===== src/core/lpim_pkg.sv =====
// Shared constants and types for the low-power DDR init and mode-load block.
// Assumes one 100 MHz clock and an APB master reaching the status registers.
// Behaviour
// High clock gate enables clocks, input buffers, drivers; low disables them.
// Clock gate low with banks idle: precharge power down or self refresh.
// Clock gate sampled synchronously, except self refresh exit, taken at once.
// In power down and self refresh only clock and gate buffers stay on.
// Device drives strobe with read data; controller strobes write data.
// One strobe per byte lane: two lanes narrow, four lanes wide.
// Narrow part uses ten column bits, four banks, two bank bits.
// Wide part uses nine column bits, thirteen row bits.
// Controller holds clock gate high from power-up before clocking.
// Controller gives 200 us of clock with only idle commands first.
// Controller issues precharge-all then idles for the precharge wait.
// Two auto refreshes, each followed by the refresh cycle wait.
// Controller loads base and extended mode, each then mode load wait.
// Mode registers have no default; both must be loaded at init.
// Clock stop is not allowed before initialization completes.
// After power loss the controller repeats full initialization.
// Mode load with both bank select bits zero targets base register.
// Base mode kept until rewritten, deep power down, or power loss.
// Mode bits 0-2 burst length, bit 3 burst type, 4-6 read latency.
// Controller writes zero to undefined bits, avoids reserved codes.
// Mode load only with all banks idle; then wait mode load time.
// During mode load the address pins carry the opcode.
// Commands accepted only with chip select low; ignored when high.
// Controller keeps the three waits as configurable cycle counts.
// Flag any non-idle command before stable clock and init complete; code lets precharge, refresh and mode load pass during setup.
package lpim_pkg;

    // ----------------------------------------
    // Timing
    // ----------------------------------------
    localparam int CLK_MHZ = 100;
    localparam int STABLE_CLK_US = 200;
    localparam int STABLE_CLK_CYC = STABLE_CLK_US * CLK_MHZ;

    // ----------------------------------------
    // Register map
    // ----------------------------------------
    localparam logic [7:0] REG_CTRL = 8'h00;
    localparam logic [7:0] REG_STATUS = 8'h04;
    localparam logic [7:0] REG_MODE = 8'h08;
    localparam logic [7:0] REG_BANKS = 8'h0c;
    localparam int CTRL_WIDE_BIT = 0;
    localparam int CTRL_ERRCLR_BIT = 1;

    // ----------------------------------------
    // Array geometry and pin fields
    // ----------------------------------------
    localparam int ROW_W = 13;
    localparam int COL_W16 = 10;
    localparam int COL_W32 = 9;
    localparam int BANKS = 4;
    localparam int LANES = 4;
    localparam logic [3:0] LANES_X16 = 4'h3;
    localparam logic [3:0] LANES_X32 = 4'hf;
    localparam int AP_BIT = 10;
    localparam logic [1:0] BA_BASE = 2'h0;
    localparam logic [1:0] BA_EXT = 2'h2;
    localparam logic [1:0] REF_NEED = 2'h2;

    // Base mode fields
    localparam int MR_BL_LSB = 0;
    localparam int MR_BT_BIT = 3;
    localparam int MR_RL_LSB = 4;
    localparam logic [2:0] BL_2 = 3'h1;
    localparam logic [2:0] BL_4 = 3'h2;
    localparam logic [2:0] BL_8 = 3'h3;
    localparam logic [2:0] BL_16 = 3'h4;

    // Command codes on row strobe, column strobe, write enable
    localparam logic [2:0] OP_MODE_LOAD = 3'h0;
    localparam logic [2:0] OP_REF = 3'h1;
    localparam logic [2:0] OP_PRE = 3'h2;
    localparam logic [2:0] OP_ACT = 3'h3;
    localparam logic [2:0] OP_WR = 3'h4;
    localparam logic [2:0] OP_RD = 3'h5;
    localparam logic [2:0] OP_BST = 3'h6;
    localparam logic [2:0] OP_NOP = 3'h7;

    // ----------------------------------------
    // Types
    // ----------------------------------------
    typedef enum logic [2:0] {
        PW_ON, PW_PRE_PD, PW_ACT_PD, PW_SELF_REF, PW_DEEP_PD
    } lpim_pwr_t;

    typedef enum logic [1:0] {
        IN_STABLE, IN_PRECHARGE, IN_SETUP, IN_READY
    } lpim_init_t;

    typedef struct packed {
        logic cs_n;
        logic ras_n;
        logic cas_n;
        logic we_n;
        logic [1:0] ba;
        logic [ROW_W-1:0] addr;
    } lpim_cmd_t;

    typedef struct packed {
        logic [19:0] pad;
        logic clk_stop_ok;
        lpim_pwr_t pwr;
        logic stable_done;
        logic pre_seen;
        logic [1:0] ref_cnt;
        logic ext_valid;
        logic base_valid;
        logic err;
        logic init_done;
    } lpim_status_t;

    typedef struct packed {
        logic valid;
        logic [17:0] pad;
        logic [ROW_W-1:0] opcode;
    } lpim_mode_rd_t;

endpackage


===== src/core/lpim_cycle_timer.sv =====
// Counts clock cycles up to a limit and then holds a done level.
// Assumes a synchronous restart from the owning block.
`timescale 1ns/1ps
module lpim_cycle_timer #(
    parameter int CYCLES = 16 // Cycles until done
) (
    input wire logic clk, // Block clock
    input wire logic rst_n, // Async reset, active low
    input wire logic restart, // Start counting again from zero
    output logic done // Limit reached, level
);
    localparam int CW = $clog2(CYCLES + 1);
    localparam logic [CW-1:0] LAST = CW'(CYCLES);

    logic [CW-1:0] cnt_q;

    always_ff @(posedge clk or negedge rst_n) begin
        if (!rst_n) begin
            cnt_q <= '0;
        end else if (restart) begin
            cnt_q <= '0;
        end else if (cnt_q != LAST) begin
            cnt_q <= cnt_q + 1'b1;
        end
    end

    assign done = (cnt_q == LAST);

endmodule


===== src/core/lpim_core.sv =====
// Device-side command tracker: power states, init sequence, base mode load.
// Assumes command pins are synchronous to pclk and APB master on pclk.
//
// Implementation choices: the register offsets and the APB slave port.
`timescale 1ns/1ps
module lpim_core #(
    parameter int STABLE_CYCLES = lpim_pkg::STABLE_CLK_CYC // Stable clock wait
) (
    input wire logic pclk, // Clock
    input wire logic presetn, // Async reset, active low
    input wire logic psel, // APB select
    input wire logic penable, // APB enable
    input wire logic pwrite, // APB direction
    input wire logic [7:0] paddr, // APB byte address
    input wire logic [31:0] pwdata, // APB write data
    output logic [31:0] prdata, // APB read data
    output logic pready, // APB ready
    output logic pslverr, // APB error, unmapped
    input wire logic mem_cke, // Clock gate input
    input wire lpim_pkg::lpim_cmd_t mem_cmd, // Command and address pins
    output logic clk_en, // Internal clocks running
    output logic inbuf_en, // Non-clock input buffers on
    output logic outdrv_en, // Output drivers on
    output logic [3:0] strobe_oe, // Byte lane strobe drive
    output logic [9:0] col_addr, // Last column address
    output logic [12:0] row_addr, // Last row address
    output logic cmd_err // Sticky protocol error
);
    import lpim_pkg::*;

    // ----------------------------------------
    // State
    // ----------------------------------------
    lpim_pwr_t pwr_q, pwr_d;
    lpim_init_t init_q, init_d;
    logic cke_q;
    logic [BANKS-1:0] open_q, open_d;
    logic [1:0] ref_cnt_q;
    logic base_valid_q, ext_valid_q;
    logic [ROW_W-1:0] mode_q;
    logic err_q;
    logic wide_q;
    logic [3:0] rd_cnt_q;
    logic [3:0] rd_cnt_d;
    logic pready_q, pslverr_q;
    logic [31:0] prdata_q;
    logic clk_en_q, inbuf_en_q, outdrv_en_q;
    logic [3:0] strobe_oe_q;
    logic [9:0] col_addr_q;
    logic [ROW_W-1:0] row_addr_q;

    // ----------------------------------------
    // Command decode
    // ----------------------------------------
    logic [2:0] op_w;
    logic live_w, fall_w, idle_w;
    logic pall_w, pre_w, ref_w, mload_w, act_w, rd_w, wr_w, bst_w;
    logic stable_done_w, leave_dpd_w, rd_start_w;
    logic early_w, stop_early_w, ml_busy_w, bad_w;
    logic [3:0] beats_w, lane_mask_w;

    assign op_w = {mem_cmd.ras_n, mem_cmd.cas_n, mem_cmd.we_n};
    // Chip select high masks every decoded command, not power down entry or exit
    assign live_w = !mem_cmd.cs_n && cke_q && mem_cke && pwr_q == PW_ON;
    assign fall_w = cke_q && !mem_cke && pwr_q == PW_ON;
    assign idle_w = op_w == OP_NOP;
    assign pre_w = live_w && op_w == OP_PRE;
    assign pall_w = pre_w && mem_cmd.addr[AP_BIT];
    assign ref_w = live_w && op_w == OP_REF;
    assign mload_w = live_w && op_w == OP_MODE_LOAD;
    assign act_w = live_w && op_w == OP_ACT;
    assign rd_w = live_w && op_w == OP_RD;
    assign wr_w = live_w && op_w == OP_WR;
    assign bst_w = live_w && op_w == OP_BST;
    assign leave_dpd_w = pwr_q == PW_DEEP_PD && mem_cke && cke_q;

    // Stable clock wait restarts after deep power down
    lpim_cycle_timer #(
        .CYCLES(STABLE_CYCLES)
    ) u_stable (
        .clk(pclk),
        .rst_n(presetn),
        .restart(leave_dpd_w),
        .done(stable_done_w)
    );

    // ----------------------------------------
    // Protocol checking
    // ----------------------------------------
    // Any non-idle command ahead of its init step
    assign early_w = live_w && !idle_w && (
        (init_q == IN_STABLE && !(stable_done_w && pall_w)) ||
        (init_q == IN_PRECHARGE && !pall_w) ||
        (init_q == IN_SETUP && (act_w || rd_w || wr_w || bst_w)));
    assign stop_early_w = fall_w && init_q != IN_READY;
    assign ml_busy_w = mload_w && open_q != '0;
    assign bad_w = early_w || stop_early_w || ml_busy_w;

    // ----------------------------------------
    // Power state
    // ----------------------------------------
    always_comb begin
        pwr_d = pwr_q;
        case (pwr_q)
            PW_ON: begin
                if (fall_w) begin
                    // Entry command rides the falling gate edge
                    if (!mem_cmd.cs_n && op_w == OP_REF) begin
                        pwr_d = PW_SELF_REF;
                    end else if (!mem_cmd.cs_n && op_w == OP_BST) begin
                        pwr_d = PW_DEEP_PD;
                    end else if (open_q != '0) begin
                        pwr_d = PW_ACT_PD;
                    end else begin
                        pwr_d = PW_PRE_PD;
                    end
                end
            end
            PW_PRE_PD, PW_ACT_PD: begin
                // Needs two high samples
                if (mem_cke && cke_q) begin
                    pwr_d = PW_ON;
                end
            end
            PW_SELF_REF: begin
                // Exit on first high sample, not qualified
                if (mem_cke) begin
                    pwr_d = PW_ON;
                end
            end
            PW_DEEP_PD: begin
                if (leave_dpd_w) begin
                    pwr_d = PW_ON;
                end
            end
            default: pwr_d = PW_ON;
        endcase
    end

    // ----------------------------------------
    // Init sequence
    // ----------------------------------------
    // Refreshes and mode loads may come in any order
    always_comb begin
        init_d = init_q;
        case (init_q)
            IN_STABLE: begin
                if (stable_done_w && pall_w) begin
                    init_d = IN_SETUP;
                end else if (stable_done_w) begin
                    init_d = IN_PRECHARGE;
                end
            end
            IN_PRECHARGE: begin
                if (pall_w) begin
                    init_d = IN_SETUP;
                end
            end
            IN_SETUP: begin
                if (ref_cnt_q == REF_NEED && base_valid_q && ext_valid_q) begin
                    init_d = IN_READY;
                end
            end
            IN_READY: init_d = IN_READY;
            default: init_d = IN_STABLE;
        endcase
        if (leave_dpd_w) begin
            init_d = IN_STABLE;
        end
    end

    // ----------------------------------------
    // Banks and addresses
    // ----------------------------------------
    always_comb begin
        open_d = open_q;
        if (act_w) begin
            open_d[mem_cmd.ba] = 1'b1;
        end else if (pall_w) begin
            open_d = '0;
        end else if (pre_w) begin
            open_d[mem_cmd.ba] = 1'b0;
        end
        if (pwr_d == PW_DEEP_PD) begin
            open_d = '0;
        end
    end

    function automatic logic [3:0] beats_of(input logic [2:0] bl);
        case (bl)
            BL_2: beats_of = 4'h1;
            BL_4: beats_of = 4'h2;
            BL_8: beats_of = 4'h4;
            BL_16: beats_of = 4'h8;
            default: beats_of = 4'h0;
        endcase
    endfunction

    // Burst length field of the base mode
    assign beats_w = beats_of(mode_q[MR_BL_LSB +: 3]);
    assign lane_mask_w = wide_q ? LANES_X32 : LANES_X16;
    assign rd_start_w = rd_w && init_q == IN_READY;
    assign rd_cnt_d = rd_start_w ? beats_w :
                      (rd_cnt_q != 4'h0 ? rd_cnt_q - 4'h1 : 4'h0);

    always_ff @(posedge pclk or negedge presetn) begin
        if (!presetn) begin
            pwr_q <= PW_ON;
            init_q <= IN_STABLE;
            cke_q <= 1'b0;
            open_q <= '0;
            rd_cnt_q <= 4'h0;
        end else begin
            pwr_q <= pwr_d;
            init_q <= init_d;
            cke_q <= mem_cke;
            open_q <= open_d;
            rd_cnt_q <= rd_cnt_d;
        end
    end

    // Mode store; no usable default until loaded
    always_ff @(posedge pclk or negedge presetn) begin
        if (!presetn) begin
            mode_q <= '0;
            base_valid_q <= 1'b0;
            ext_valid_q <= 1'b0;
        end else if (pwr_d == PW_DEEP_PD) begin
            base_valid_q <= 1'b0;
            ext_valid_q <= 1'b0;
        end else if (mload_w && mem_cmd.ba == BA_BASE) begin
            mode_q <= mem_cmd.addr;
            base_valid_q <= 1'b1;
        end else if (mload_w && mem_cmd.ba == BA_EXT) begin
            ext_valid_q <= 1'b1;
        end
    end

    always_ff @(posedge pclk or negedge presetn) begin
        if (!presetn) begin
            ref_cnt_q <= 2'h0;
        end else if (leave_dpd_w) begin
            ref_cnt_q <= 2'h0;
        end else if (ref_w && init_q == IN_SETUP && ref_cnt_q != REF_NEED) begin
            ref_cnt_q <= ref_cnt_q + 2'h1;
        end
    end

    // Column width follows the lane configuration
    always_ff @(posedge pclk or negedge presetn) begin
        if (!presetn) begin
            col_addr_q <= '0;
            row_addr_q <= '0;
        end else if (rd_w || wr_w) begin
            col_addr_q <= wide_q ? {1'b0, mem_cmd.addr[COL_W32-1:0]}
                                 : mem_cmd.addr[COL_W16-1:0];
        end else if (act_w) begin
            row_addr_q <= mem_cmd.addr;
        end
    end

    // Buffers and drivers follow the power state, strobe drive the read burst
    always_ff @(posedge pclk or negedge presetn) begin
        if (!presetn) begin
            clk_en_q <= 1'b0;
            inbuf_en_q <= 1'b0;
            outdrv_en_q <= 1'b0;
            strobe_oe_q <= '0;
        end else begin
            clk_en_q <= pwr_d == PW_ON && mem_cke;
            inbuf_en_q <= pwr_d == PW_ON;
            outdrv_en_q <= pwr_d == PW_ON && mem_cke;
            strobe_oe_q <= rd_cnt_d != 4'h0 ? lane_mask_w : 4'h0;
        end
    end

    // ----------------------------------------
    // APB slave
    // ----------------------------------------
    logic setup_w, wr_en_w, hit_w, ctrl_wr_w, err_clr_w;
    lpim_status_t status_w;
    lpim_mode_rd_t mode_rd_w;
    logic [31:0] rd_mux_w;

    assign setup_w = psel && !penable;
    assign wr_en_w = psel && penable && pready_q && pwrite;
    assign hit_w = paddr == REG_CTRL || paddr == REG_STATUS ||
                   paddr == REG_MODE || paddr == REG_BANKS;
    assign ctrl_wr_w = wr_en_w && paddr == REG_CTRL;
    assign err_clr_w = ctrl_wr_w && pwdata[CTRL_ERRCLR_BIT];

    assign status_w = '{pad: '0, clk_stop_ok: init_q == IN_READY,
                        pwr: pwr_q, stable_done: stable_done_w,
                        pre_seen: init_q == IN_SETUP || init_q == IN_READY,
                        ref_cnt: ref_cnt_q, ext_valid: ext_valid_q,
                        base_valid: base_valid_q, err: err_q,
                        init_done: init_q == IN_READY};
    assign mode_rd_w = '{valid: base_valid_q, pad: '0, opcode: mode_q};
    assign rd_mux_w = paddr == REG_CTRL ? 32'(wide_q) :
                      paddr == REG_STATUS ? 32'(status_w) :
                      paddr == REG_MODE ? 32'(mode_rd_w) :
                      paddr == REG_BANKS ? 32'(open_q) : 32'h0;

    always_ff @(posedge pclk or negedge presetn) begin
        if (!presetn) begin
            pready_q <= 1'b0;
            pslverr_q <= 1'b0;
            prdata_q <= 32'h0;
        end else begin
            pready_q <= setup_w;
            pslverr_q <= setup_w && !hit_w;
            prdata_q <= setup_w ? rd_mux_w : prdata_q;
        end
    end

    // Error flag: a new fault wins over a clear in the same cycle
    always_ff @(posedge pclk or negedge presetn) begin
        if (!presetn) begin
            err_q <= 1'b0;
            wide_q <= 1'b0;
        end else begin
            err_q <= bad_w || (err_q && !err_clr_w);
            wide_q <= ctrl_wr_w ? pwdata[CTRL_WIDE_BIT] : wide_q;
        end
    end

    assign prdata = prdata_q;
    assign pready = pready_q;
    assign pslverr = pslverr_q;
    assign clk_en = clk_en_q;
    assign inbuf_en = inbuf_en_q;
    assign outdrv_en = outdrv_en_q;
    assign strobe_oe = strobe_oe_q;
    assign col_addr = col_addr_q;
    assign row_addr = row_addr_q;
    assign cmd_err = err_q;
endmodule


===== config.mk =====
export PLATFORM = sky130hd
export DESIGN_NAME = lpim_core
export DESIGN_NICKNAME = d
export VERILOG_FILES = /design/src/core/lpim_pkg.sv /design/src/core/lpim_cycle_timer.sv /design/src/core/lpim_core.sv
export SDC_FILE = /design/constraint.sdc
export NUM_CORES = 1
export LEC_CHECK = 0
export BUFFER_PORTS_ARGS = -buffer_cell sky130_fd_sc_hd__buf_4
export CAP_MARGIN = 20
export CORE_UTILIZATION = 35
export CTS_CLUSTER_SIZE = 14
export DETAILED_ROUTE_END_ITERATION = 6
export GPL_ROUTABILITY_DRIVEN = 0
export GPL_TIMING_DRIVEN = 0
export PLACE_DENSITY_LB_ADDON = 0.1
export RECOVER_POWER = 25
export SLEW_MARGIN = 20
export SYNTH_ARGS = -nofsm -noshare
export SYNTH_HDL_FRONTEND = slang
export SYNTH_HIERARCHICAL = 1
export SYNTH_SLANG_ARGS = --single-unit

===== constraint.sdc =====
create_clock -name pclk -period 2 [get_ports pclk]
set_clock_uncertainty 0.15 [all_clocks]
set_input_delay 0.1 -clock pclk [delete_from_list [all_inputs] [get_ports pclk]]
set_output_delay 0.1 -clock pclk [all_outputs]
set_load 0.01 [all_outputs]

## Word-level counts from Yosys, hierarchy flattened

Index checks and enable logic that the tools add are counted.

- $lt $le $gt $ge: 2
- Multiplexer cells: 39
- $add $sub $neg: 3
- Reduce and logical (&&, ||, !) cells: 83
- Equality and inequality tests: 32
- Bitwise operators: 5

Operator list:

| cell | number |
|---|---|
| $mux 32 | 3 |
| $logic_and 1x1->1 | 43 |
| $mux 4 | 9 |
| $mux 15 | 2 |
| $eq 3x3->1 const B | 7 |
| $eq 3x2->1 const B | 6 |
| $mux 3 | 6 |
| $eq 8x4->1 const B | 2 |
| $mux 2 | 8 |
| $pmux 4 s4 | 1 |
| $reduce_bool 4->1 | 4 |
| $add 15x1->15 const B | 1 |
| $eq 15x15->1 const B | 1 |
| $ne 15x15->1 const B | 1 |
| $logic_or 1x1->1 | 13 |
| $pmux 3 s4 | 1 |
| $mux 10 | 1 |
| $eq 3x1->1 const B | 3 |
| $logic_not 3->1 | 3 |
| $eq 2x2->1 const B | 4 |
| $eq 8x3->1 const B | 1 |
| $logic_not 1->1 | 8 |
| $logic_not 8->1 | 1 |
| $pmux 2 s4 | 1 |
| other kinds (19) | 34 |

- Bits in registers: 111
- Logic and storage cells: 184
- Input bits: 65
- Output and inout port bits: 65

## Logic depth before layout (Yosys ltp)

Gate-level depths: netlist of run 1.

- Depth in word-level cells: 15
- Mapped depth: 9
- Gate-level depth less buffers: 9

## Cells and area by module

Netlist of run 1, hierarchy kept.

Modules (own cells, without submodules):

| module | seq. area each (µm²) | area each (µm²) | instances | cells an instance |
|---|---|---|---|---|
| lpim_core | 1901.8 | 3658.5 | 1 | 329 |
| lpim_cycle_timer | 375.4 | 805.8 | 1 | 79 |

## Worst setup path after synthesis of run 1

Ideal clock, no wire load.

- Path kind: flip-flop to flip-flop
- Start: register pwr_q[2]
- End: register row_addr_q[10] (netlist: row_addr[10])
- Period minus slack after synthesis: 2.107 ns
- Arrival: 1.833 ns
- Setup time: 0.125 ns
- Setup slack: -0.107 ns
- Path buffers: 3
- Data required time: 1.725 ns
- Cell stages (with the launch flop): 7
- Cell sequence: dfrtp_1 > buf_6 > or3_1 > buf_6 > nor3_4 > buf_2 > mux2_2

- Cells in the longest elaborated chain, start to end: 6
- Elaborated cells between the ends (all ways): 8
- Those cells by class: bitwise: 1; reduce/logical: 7

RTL lines:

| item | RTL line | text |
|---|---|---|
| start, declared | lpim_core.sv:34 | `lpim_pwr_t pwr_q, pwr_d;` |
| start signal, assigned | lpim_core.sv:214 | `pwr_q <= pwr_d;` |
| $logic_not 3->1 (*) | lpim_core.sv:64 | `assign live_w = !mem_cmd.cs_n && cke_q && mem_cke && pwr_q == PW_ON;` |
| $logic_and 1x1->1 (*) | lpim_core.sv:64 |  |
| $logic_and 1x1->1 (on tied branches) | lpim_core.sv:72, lpim_core.sv:73 |  |
| $logic_or 1x1->1 | lpim_core.sv:254 | `end else if (rd_w \|\| wr_w) begin` |
| $not 1->1 (no line) | -- |  |
| $reduce_and 2->1 (no line) (*) | -- |  |
| end signal, assigned | lpim_core.sv:258 | `row_addr_q <= mem_cmd.addr;` |
| end, declared | lpim_core.sv:50 | `logic [ROW_W-1:0] row_addr_q;` |

Every way passes the cells marked *; elsewhere a longest branch is shown, timed or not.
A chain may end at the register's enable or synchronous reset.

## Worst setup path after layout of run 1

- Start: register pwr_q[0]
- End: register mode_q[12]

- Cells in the longest elaborated chain, start to end: 8
- Elaborated cells between the ends (all ways): 20
- Those cells by class: eq/ne: 5; mux: 5; bitwise: 1; reduce/logical: 9

RTL lines:

| item | RTL line | text |
|---|---|---|
| $eq 3x3->1 | lpim_core.sv:75, lpim_core.sv:104 |  |
| $logic_and 1x1->1 (2 in a row) | lpim_core.sv:75 | `assign leave_dpd_w = pwr_q == PW_DEEP_PD && mem_cke && cke_q;` |
| $mux 3 | lpim_core.sv:132 | `if (leave_dpd_w) begin` |
| $pmux 3 s4 | lpim_core.sv:104 | `case (pwr_q)` |
| $eq 3x3->1 | lpim_core.sv:228 | `end else if (pwr_d == PW_DEEP_PD) begin` |
| $not 1->1 (no line) | -- |  |
| $reduce_and 2->1 (no line) (*) | -- |  |
| end signal, assigned | lpim_core.sv:232 | `mode_q <= mem_cmd.addr;` |
| end, declared | lpim_core.sv:40 | `logic [ROW_W-1:0] mode_q;` |

Marked as above.

==> results of run 1 <==
==> report_power, final <==
group / internal, mW / switching [mW] / total, mW / leakage, nW
sequential: 2.15 / 0.272 / 2.42 / 1.21
combinational: 0.688 / 0.661 / 1.35 / 1.41
clock: 1.00 / 0.718 / 1.72 / 0.137
total: 3.84 / 1.65 / 5.49 / 2.76
==> worst max-delay path by stage <==
stage / slack (ns) / startpoint / end
6_report: -0.03 / pwr_q[0] / mode_q[12]
5_1_grt: -0.1 / u_stable/cnt_q[0] / cmd_err
4_1_cts: -0.12 / pwr_q[0] / mode_q[11]
3_5_place_dp: -0.45 / u_stable/cnt_q[0] / cmd_err
3_3_place_gp: -0.38 / u_stable/cnt_q[0] / cmd_err
2_1_floorplan: 0.009 / cke_q / mode_q[10]
==> worst max-delay path, cell delays in order (launching register included) <==
cell and delay [ns]:
dfrtp_2 0.41, or3_1 0.38, buf_6 0.16, nor4_4 0.22, nand2_2 0.13, buf_8 0.17, mux2_4 0.30
==> layout make-up <==
type	instances	area, um^2	share of cell area [%]
Buffer	35	258	4.32
Clock buffer	10	239	4.00
Clock inverter	5	61.3	1.03
Inverter	11	41.3	0.692
Multi-Input combinational cell	286	2060	34.4
Sequential cell	91	2280	38.3
Tap cell	168	210	3.52
Timing Repair Buffer	119	820	13.7
==> kinds of logic after synthesis <==
| logic type | share of synthesized area, % |
|---|---|
| other | 0.0840 |
| flip-flops | 51.0 |
| AND/OR/NAND/NOR | 17.1 |
| XOR/XNOR | 2.35 |
| buffers and inverters | 6.42 |
| adder cells (fa/ha/maj) | 0.841 |
| multiplexers | 11.5 |
| AO/OA/AOI/OAI | 10.7 |
==> metal layers <==
layer / track usage, % / vias up / routed length [um]
met1: 23.7 / 1722 / 5410
met2: 27.5 / 110 / 5110
met3: 3.16 / 17 / 500
met4: 8.48 / 0 / 248
li1: - / 1703 / -
met5: 0 / - / 0
==> repair_timing <==
item | 4_1_cts | 5_1_grt
hold endpoints to repair | 133 | 0
setup buffers | 16 | 5
resized for setup | 29 | 15
pin swaps | 8 | 8
cloned | 1 | 0
hold buffers | 19 | 0
endpoints found under the setup margin | 48 | 46
==> registers in the layout, summed over array words and instances (netlist names), 2 cells and up <==
| name | flops |
|---|---|
| col_addr | 10 |
| init_q | 2 |
| mode_q | 13 |
| open_q | 4 |
| prdata | 14 |
| pwr_q | 3 |
| rd_cnt_q | 4 |
| ref_cnt_q | 2 |
| row_addr | 13 |
| strobe_oe | 2 |
| u_stable/cnt_q | 15 |
==> per-stage QoR <==
| stage | cells | hold WS [ns] |
|---|---|---|
| finish | 725 | 0.0349 |
| global route | 725 | 0.0448 |
| CTS | 720 | 0.0236 |
| detailed placement | 671 | 0.0694 |
| global placement | 671 | 0.0708 |
| floorplan | 425 | -0.346 |
==> cells in the mapped netlist, types with 4 or more instances <==
library cell	count	area, um^2
clkbuf_1	11	41.3
mux2_1	4	45.0
mux2_4	9	135
xor2_1	7	61.3
o21ai_0	22	110
inv_1	11	41.3
nor2b_1	5	31.3
or3_1	4	25.0
dfrtp_1	91	2280
and3_1	4	25.0
mux2_2	27	304
nand3_1	12	60.1
buf_4	22	165
nand2_1	31	116
xnor2_1	5	43.8
nor2_1	35	131
o31ai_1	10	75.1
a21oi_1	18	90.1
nor3b_1	4	30.0
nand4_1	8	50.1
a22oi_1	10	75.1
==> results_dict.tcl, run 1 <==
set metrics [dict create \
    die_h_um 115 \
    min_period_ns 2.03 \
    final-setup-viol-count 10 \
    vias_per_cell 4.90 \
    grt_max_degree 92 \
    cp_max_fo 10 \
    slew_viol_final 0 \
    initial_utilization_pct 36.6 \
    cts_buffer_depth 2 \
    clkLatencyLatePin_ns 0.34 \
    place_area_um2 5340 \
    clockRootBuffer "clkbuf_16" \
    fp.dieArea_um2 13200 \
    hold_viol_final 0 \
    power_mw 5.49 \
    hpwlAfterDp_mm 7.62 \
    slew_headroom_pct 42.6 \
    areaGrowthSynthToFinish_pct 33.7 \
    vias 3552 \
    reg2reg_from "pwr_q[0]" \
    layout.nets 621 \
    synth_warnings 6 \
    async_reset_ff_share_pct 100 \
    cp.arrival_ns 2.10 \
    hold_start "paddr[4]" \
    synth_edf_count 0 \
    fp.dieW_um 115 \
    ys_ff_latch 91 \
    tns_ns -0.225 \
    nFillCells 1204 \
    grt_pass1_wl_mm 17.6 \
    row_count 40 \
    overflow 0 \
    layout_commonest_cell "dfrtp_1" \
    tightest_slew_ns 0.861 \
    grt_usage_pct 17.6 \
    power.leakage_nw 2.76 \
    p_per_area_nw_per_um2 919 \
    io_buffer_count 78 \
    clk_pin_slew_ns 0.06 \
    end_kind "flop" \
    hp-class "in -> reg" \
    ys_types 55 \
    drtIter0Drc 120 \
    cts_num_sinks 91 \
    antenna_left 0 \
    drc_errors 0 \
    route.detailed.wl_per_inst_um 15.5 \
    worstSetupStartpointType "flop" \
    synth.avg_cell_area_um2 10.9 \
    min_to "pslverr" \
    ir_worst_vdd_v 0.000497 \
    outcome "complete, but fails checks" \
    crit_type "reg -> reg" \
    synthCells 408 \
    postRouteWirelength_mm 11.3 \
    grt_antenna_before_repair 0 \
    preCtsSetupSlack_ns -0.446 \
    r2r_end "mode_q[12]" \
    ys_seq_area_share_pct 51.0 \
    synthFlopType "dfrtp_1" \
    period_share_pct 101 \
    rr_worst_depth 6 \
    core_area_um2 12200 \
    cp.required_ns 2.08 \
    io_pins 130 \
    synthesis.area_um2 4460 \
    post_route_cells_drive_above_1_share_pct 28.5 \
    maxCapViolCount 0 \
    ff2ff_setup_slack_ns -0.03 \
    diodes 0 \
    fin_ws_ns -0.0282 \
    finalInstanceArea_um2 5970 \
    holdPathStages 4 \
    cts_max_level 3 \
    failed_checks "setup timing" \
    mostFrequentLayoutCells "dfrtp_1, buf_4, clkbuf_1" \
    cts_tree "done" \
    first_global_vias 3431 \
    max_freq_ghz 0.493 \
    dr.pass1.iters 4 \
    fin_util_pct 48.9 \
    rsz0062_at_grt "yes" \
    cts_made_buffers 9 \
]
No activity file was read; power rests on OpenSTA's default activity.
==> run 2, diff against run 1 <==
--- a/config.mk
+++ b/config.mk
@@ -7,11 +7,13 @@
 export LEC_CHECK = 0
 export BUFFER_PORTS_ARGS = -buffer_cell sky130_fd_sc_hd__buf_4
 export CAP_MARGIN = 20
+export CORE_MARGIN = 5
 export CORE_UTILIZATION = 35
 export CTS_CLUSTER_SIZE = 14
 export DETAILED_ROUTE_END_ITERATION = 6
 export GPL_ROUTABILITY_DRIVEN = 0
 export GPL_TIMING_DRIVEN = 0
+export MAX_ROUTING_LAYER = met4
 export PLACE_DENSITY_LB_ADDON = 0.1
 export RECOVER_POWER = 25
 export SLEW_MARGIN = 20
==> run 2 against run 1 <==
Effect of this change:
- the flow still finishes with violations (setup timing)
- critical path depth fell by 1
- non-clock buffer count shrank 4
- sequential cell count unchanged
- register-to-register slack about the same
- power shrank 2.4%
- sequential share of layout area hardly changed
- setup slack improved by 0.011 ns
- final area increased by 0.10%
- global-route usage is 1.5 points lower
- critical path type unchanged
==> results_dict.tcl, run 2 (synthesis results as in run 1) <==
set metrics [dict create \
    grt_antenna_before_repair 0 \
    clockRootBuffer "clkbuf_16" \
    max_freq_ghz 0.496 \
    die_h_um 123 \
    hold_viol_final 0 \
    cts_max_level 3 \
    cp.required_ns 2.06 \
    period_share_pct 101 \
    cp_max_fo 5 \
    cts_tree "done" \
    vias_per_cell 4.82 \
    crit_chain "or3_4 > nor4_4 > nand2_2 > clkbuf_16 > mux2_4" \
    vias 3496 \
    min_period_ns 2.02 \
    hp-class "in -> reg" \
    cpMaxStageDelayCell "or3_4" \
    max_stage_delay_ns 0.44 \
    clkLatencyLatePin_ns 0.33 \
    antenna_left 0 \
    fin_ws_ns -0.0175 \
    first_global_vias 3532 \
    clk_pin_slew_ns 0.06 \
    mostFrequentLayoutCells "dfrtp_1, buf_4, clkbuf_1" \
    fin_util_pct 47.5 \
    drc_errors 0 \
    areaGrowthSynthToFinish_pct 33.8 \
    final-setup-viol-count 4 \
    failed_checks "setup timing" \
    diodes 0 \
    post_route_cells_drive_above_1_share_pct 28.7 \
    initial_utilization_pct 35.5 \
    grt_usage_pct 16.1 \
    row_count 41 \
    slew_headroom_pct 15.7 \
    end_kind "flop" \
    postRouteWirelength_mm 11.5 \
    fp.dieArea_um2 15100 \
    slew_viol_final 0 \
    power.leakage_nw 2.76 \
    overflow 0 \
    route.detailed.wl_per_inst_um 15.9 \
    cts_made_buffers 9 \
    crit_type "reg -> reg" \
    fp.dieW_um 123 \
    drtIter0Drc 165 \
    hpwlAfterDp_mm 7.74 \
    cts_num_sinks 91 \
    cp.buffers_inverters 1 \
    grt_max_degree 92 \
    core_area_um2 12600 \
    cp_top_family "simple AND/OR/NAND/NOR gates" \
    worstSetupStartpointType "flop" \
    layout_commonest_cell "dfrtp_1" \
    ir_worst_vdd_v 0.000492 \
    p_per_area_nw_per_um2 896 \
    maxCapViolCount 0 \
    dr.pass1.iters 4 \
    tightest_slew_ns 1.26 \
    final_cells 726 \
    tns_ns -0.0620 \
    largest_reg_flops 15 \
    layout.nets 617 \
    largest_register "u_stable/cnt_q" \
    rsz0062_at_grt "yes" \
    outcome "complete, but fails checks" \
    cts_buffer_depth 2 \
    io_buffer_count 78 \
    nFillCells 1225 \
    grt_pass1_wl_mm 18.4 \
    dp_cells 675 \
    cp.arrival_ns 2.08 \
    io_pins 130 \
    preCtsSetupSlack_ns -0.367 \
]
## run 2: worst paths after layout
| check | startpoint | end | slack [ns] | cells after the start |
|---|---|---|---|---|
| hold / removal | pwdata[1] | cmd_err | 0.03 | 4 |
| setup / recovery | pwr_q[1] | mode_q[5] | -0.02 | 5 |
| max in group asynchronous | presetn | u_stable/cnt_q[1] | 0.37 | 2 |
| min in group asynchronous | presetn | outdrv_en | 0.47 | 2 |
| hold reg to reg | prdata[5] | prdata[5] | 0.33 | 2 |
| setup reg to reg | pwr_q[1] | mode_q[5] | -0.02 | 5 |
## run 2: timing repair
action	CTS	global route
endpoints found under the hold margin	132	0
pin swaps	8	6
cloned	2	1
setup buffers	17	0
hold buffers	19	0
endpoints found under the setup margin	49	60
resized for setup	48	14
## run 2: area by class of cell
class                   instances  area [um^2]  share of cell area (%)
plain buffers                  33          239                    4.00
inverters                      11         41.3                   0.691
multi-input cells             286         2120                    35.4
flip-flops and latches         91         2280                    38.2
clock buffers                  15          268                    4.48
well taps                     172          215                    3.60
repair buffers                117          805                    13.5
clock inverters                 1         7.51                   0.126
## run 2: report_power, final
group / internal, mW / total [mW] / switching (mW)
clock: 0.914 / 1.59 / 0.679
combinational: 0.679 / 1.33 / 0.647
sequential: 2.15 / 2.44 / 0.287
## run 2: layer usage
metal	vias to the layer above	track usage [%]	routed length, um
li1	1698	-	-
met1	1672	22.8	5680
met2	112	23.4	4980
met3	14	2.84	701
met4	0	5.18	180
met5	-	-	0
## run 2: tightest hold or removal path, stage by stage
cell	delay [ns]
buf_4	0.11
inv_1	0.04
a221o_1	0.13
a211o_1	0.09
## run 2: stage by stage
stage	hold WS [ns]	power [mW]	instance area [um^2]
3_5_place_dp	0.0696	3.68	5350
5_1_grt	0.0507	5.66	5970
6_report	0.0280	5.36	5970
3_3_place_gp	0.0708	3.65	5350
2_1_floorplan	-0.346	3.13	4540
4_1_cts	0.0106	5.55	6100
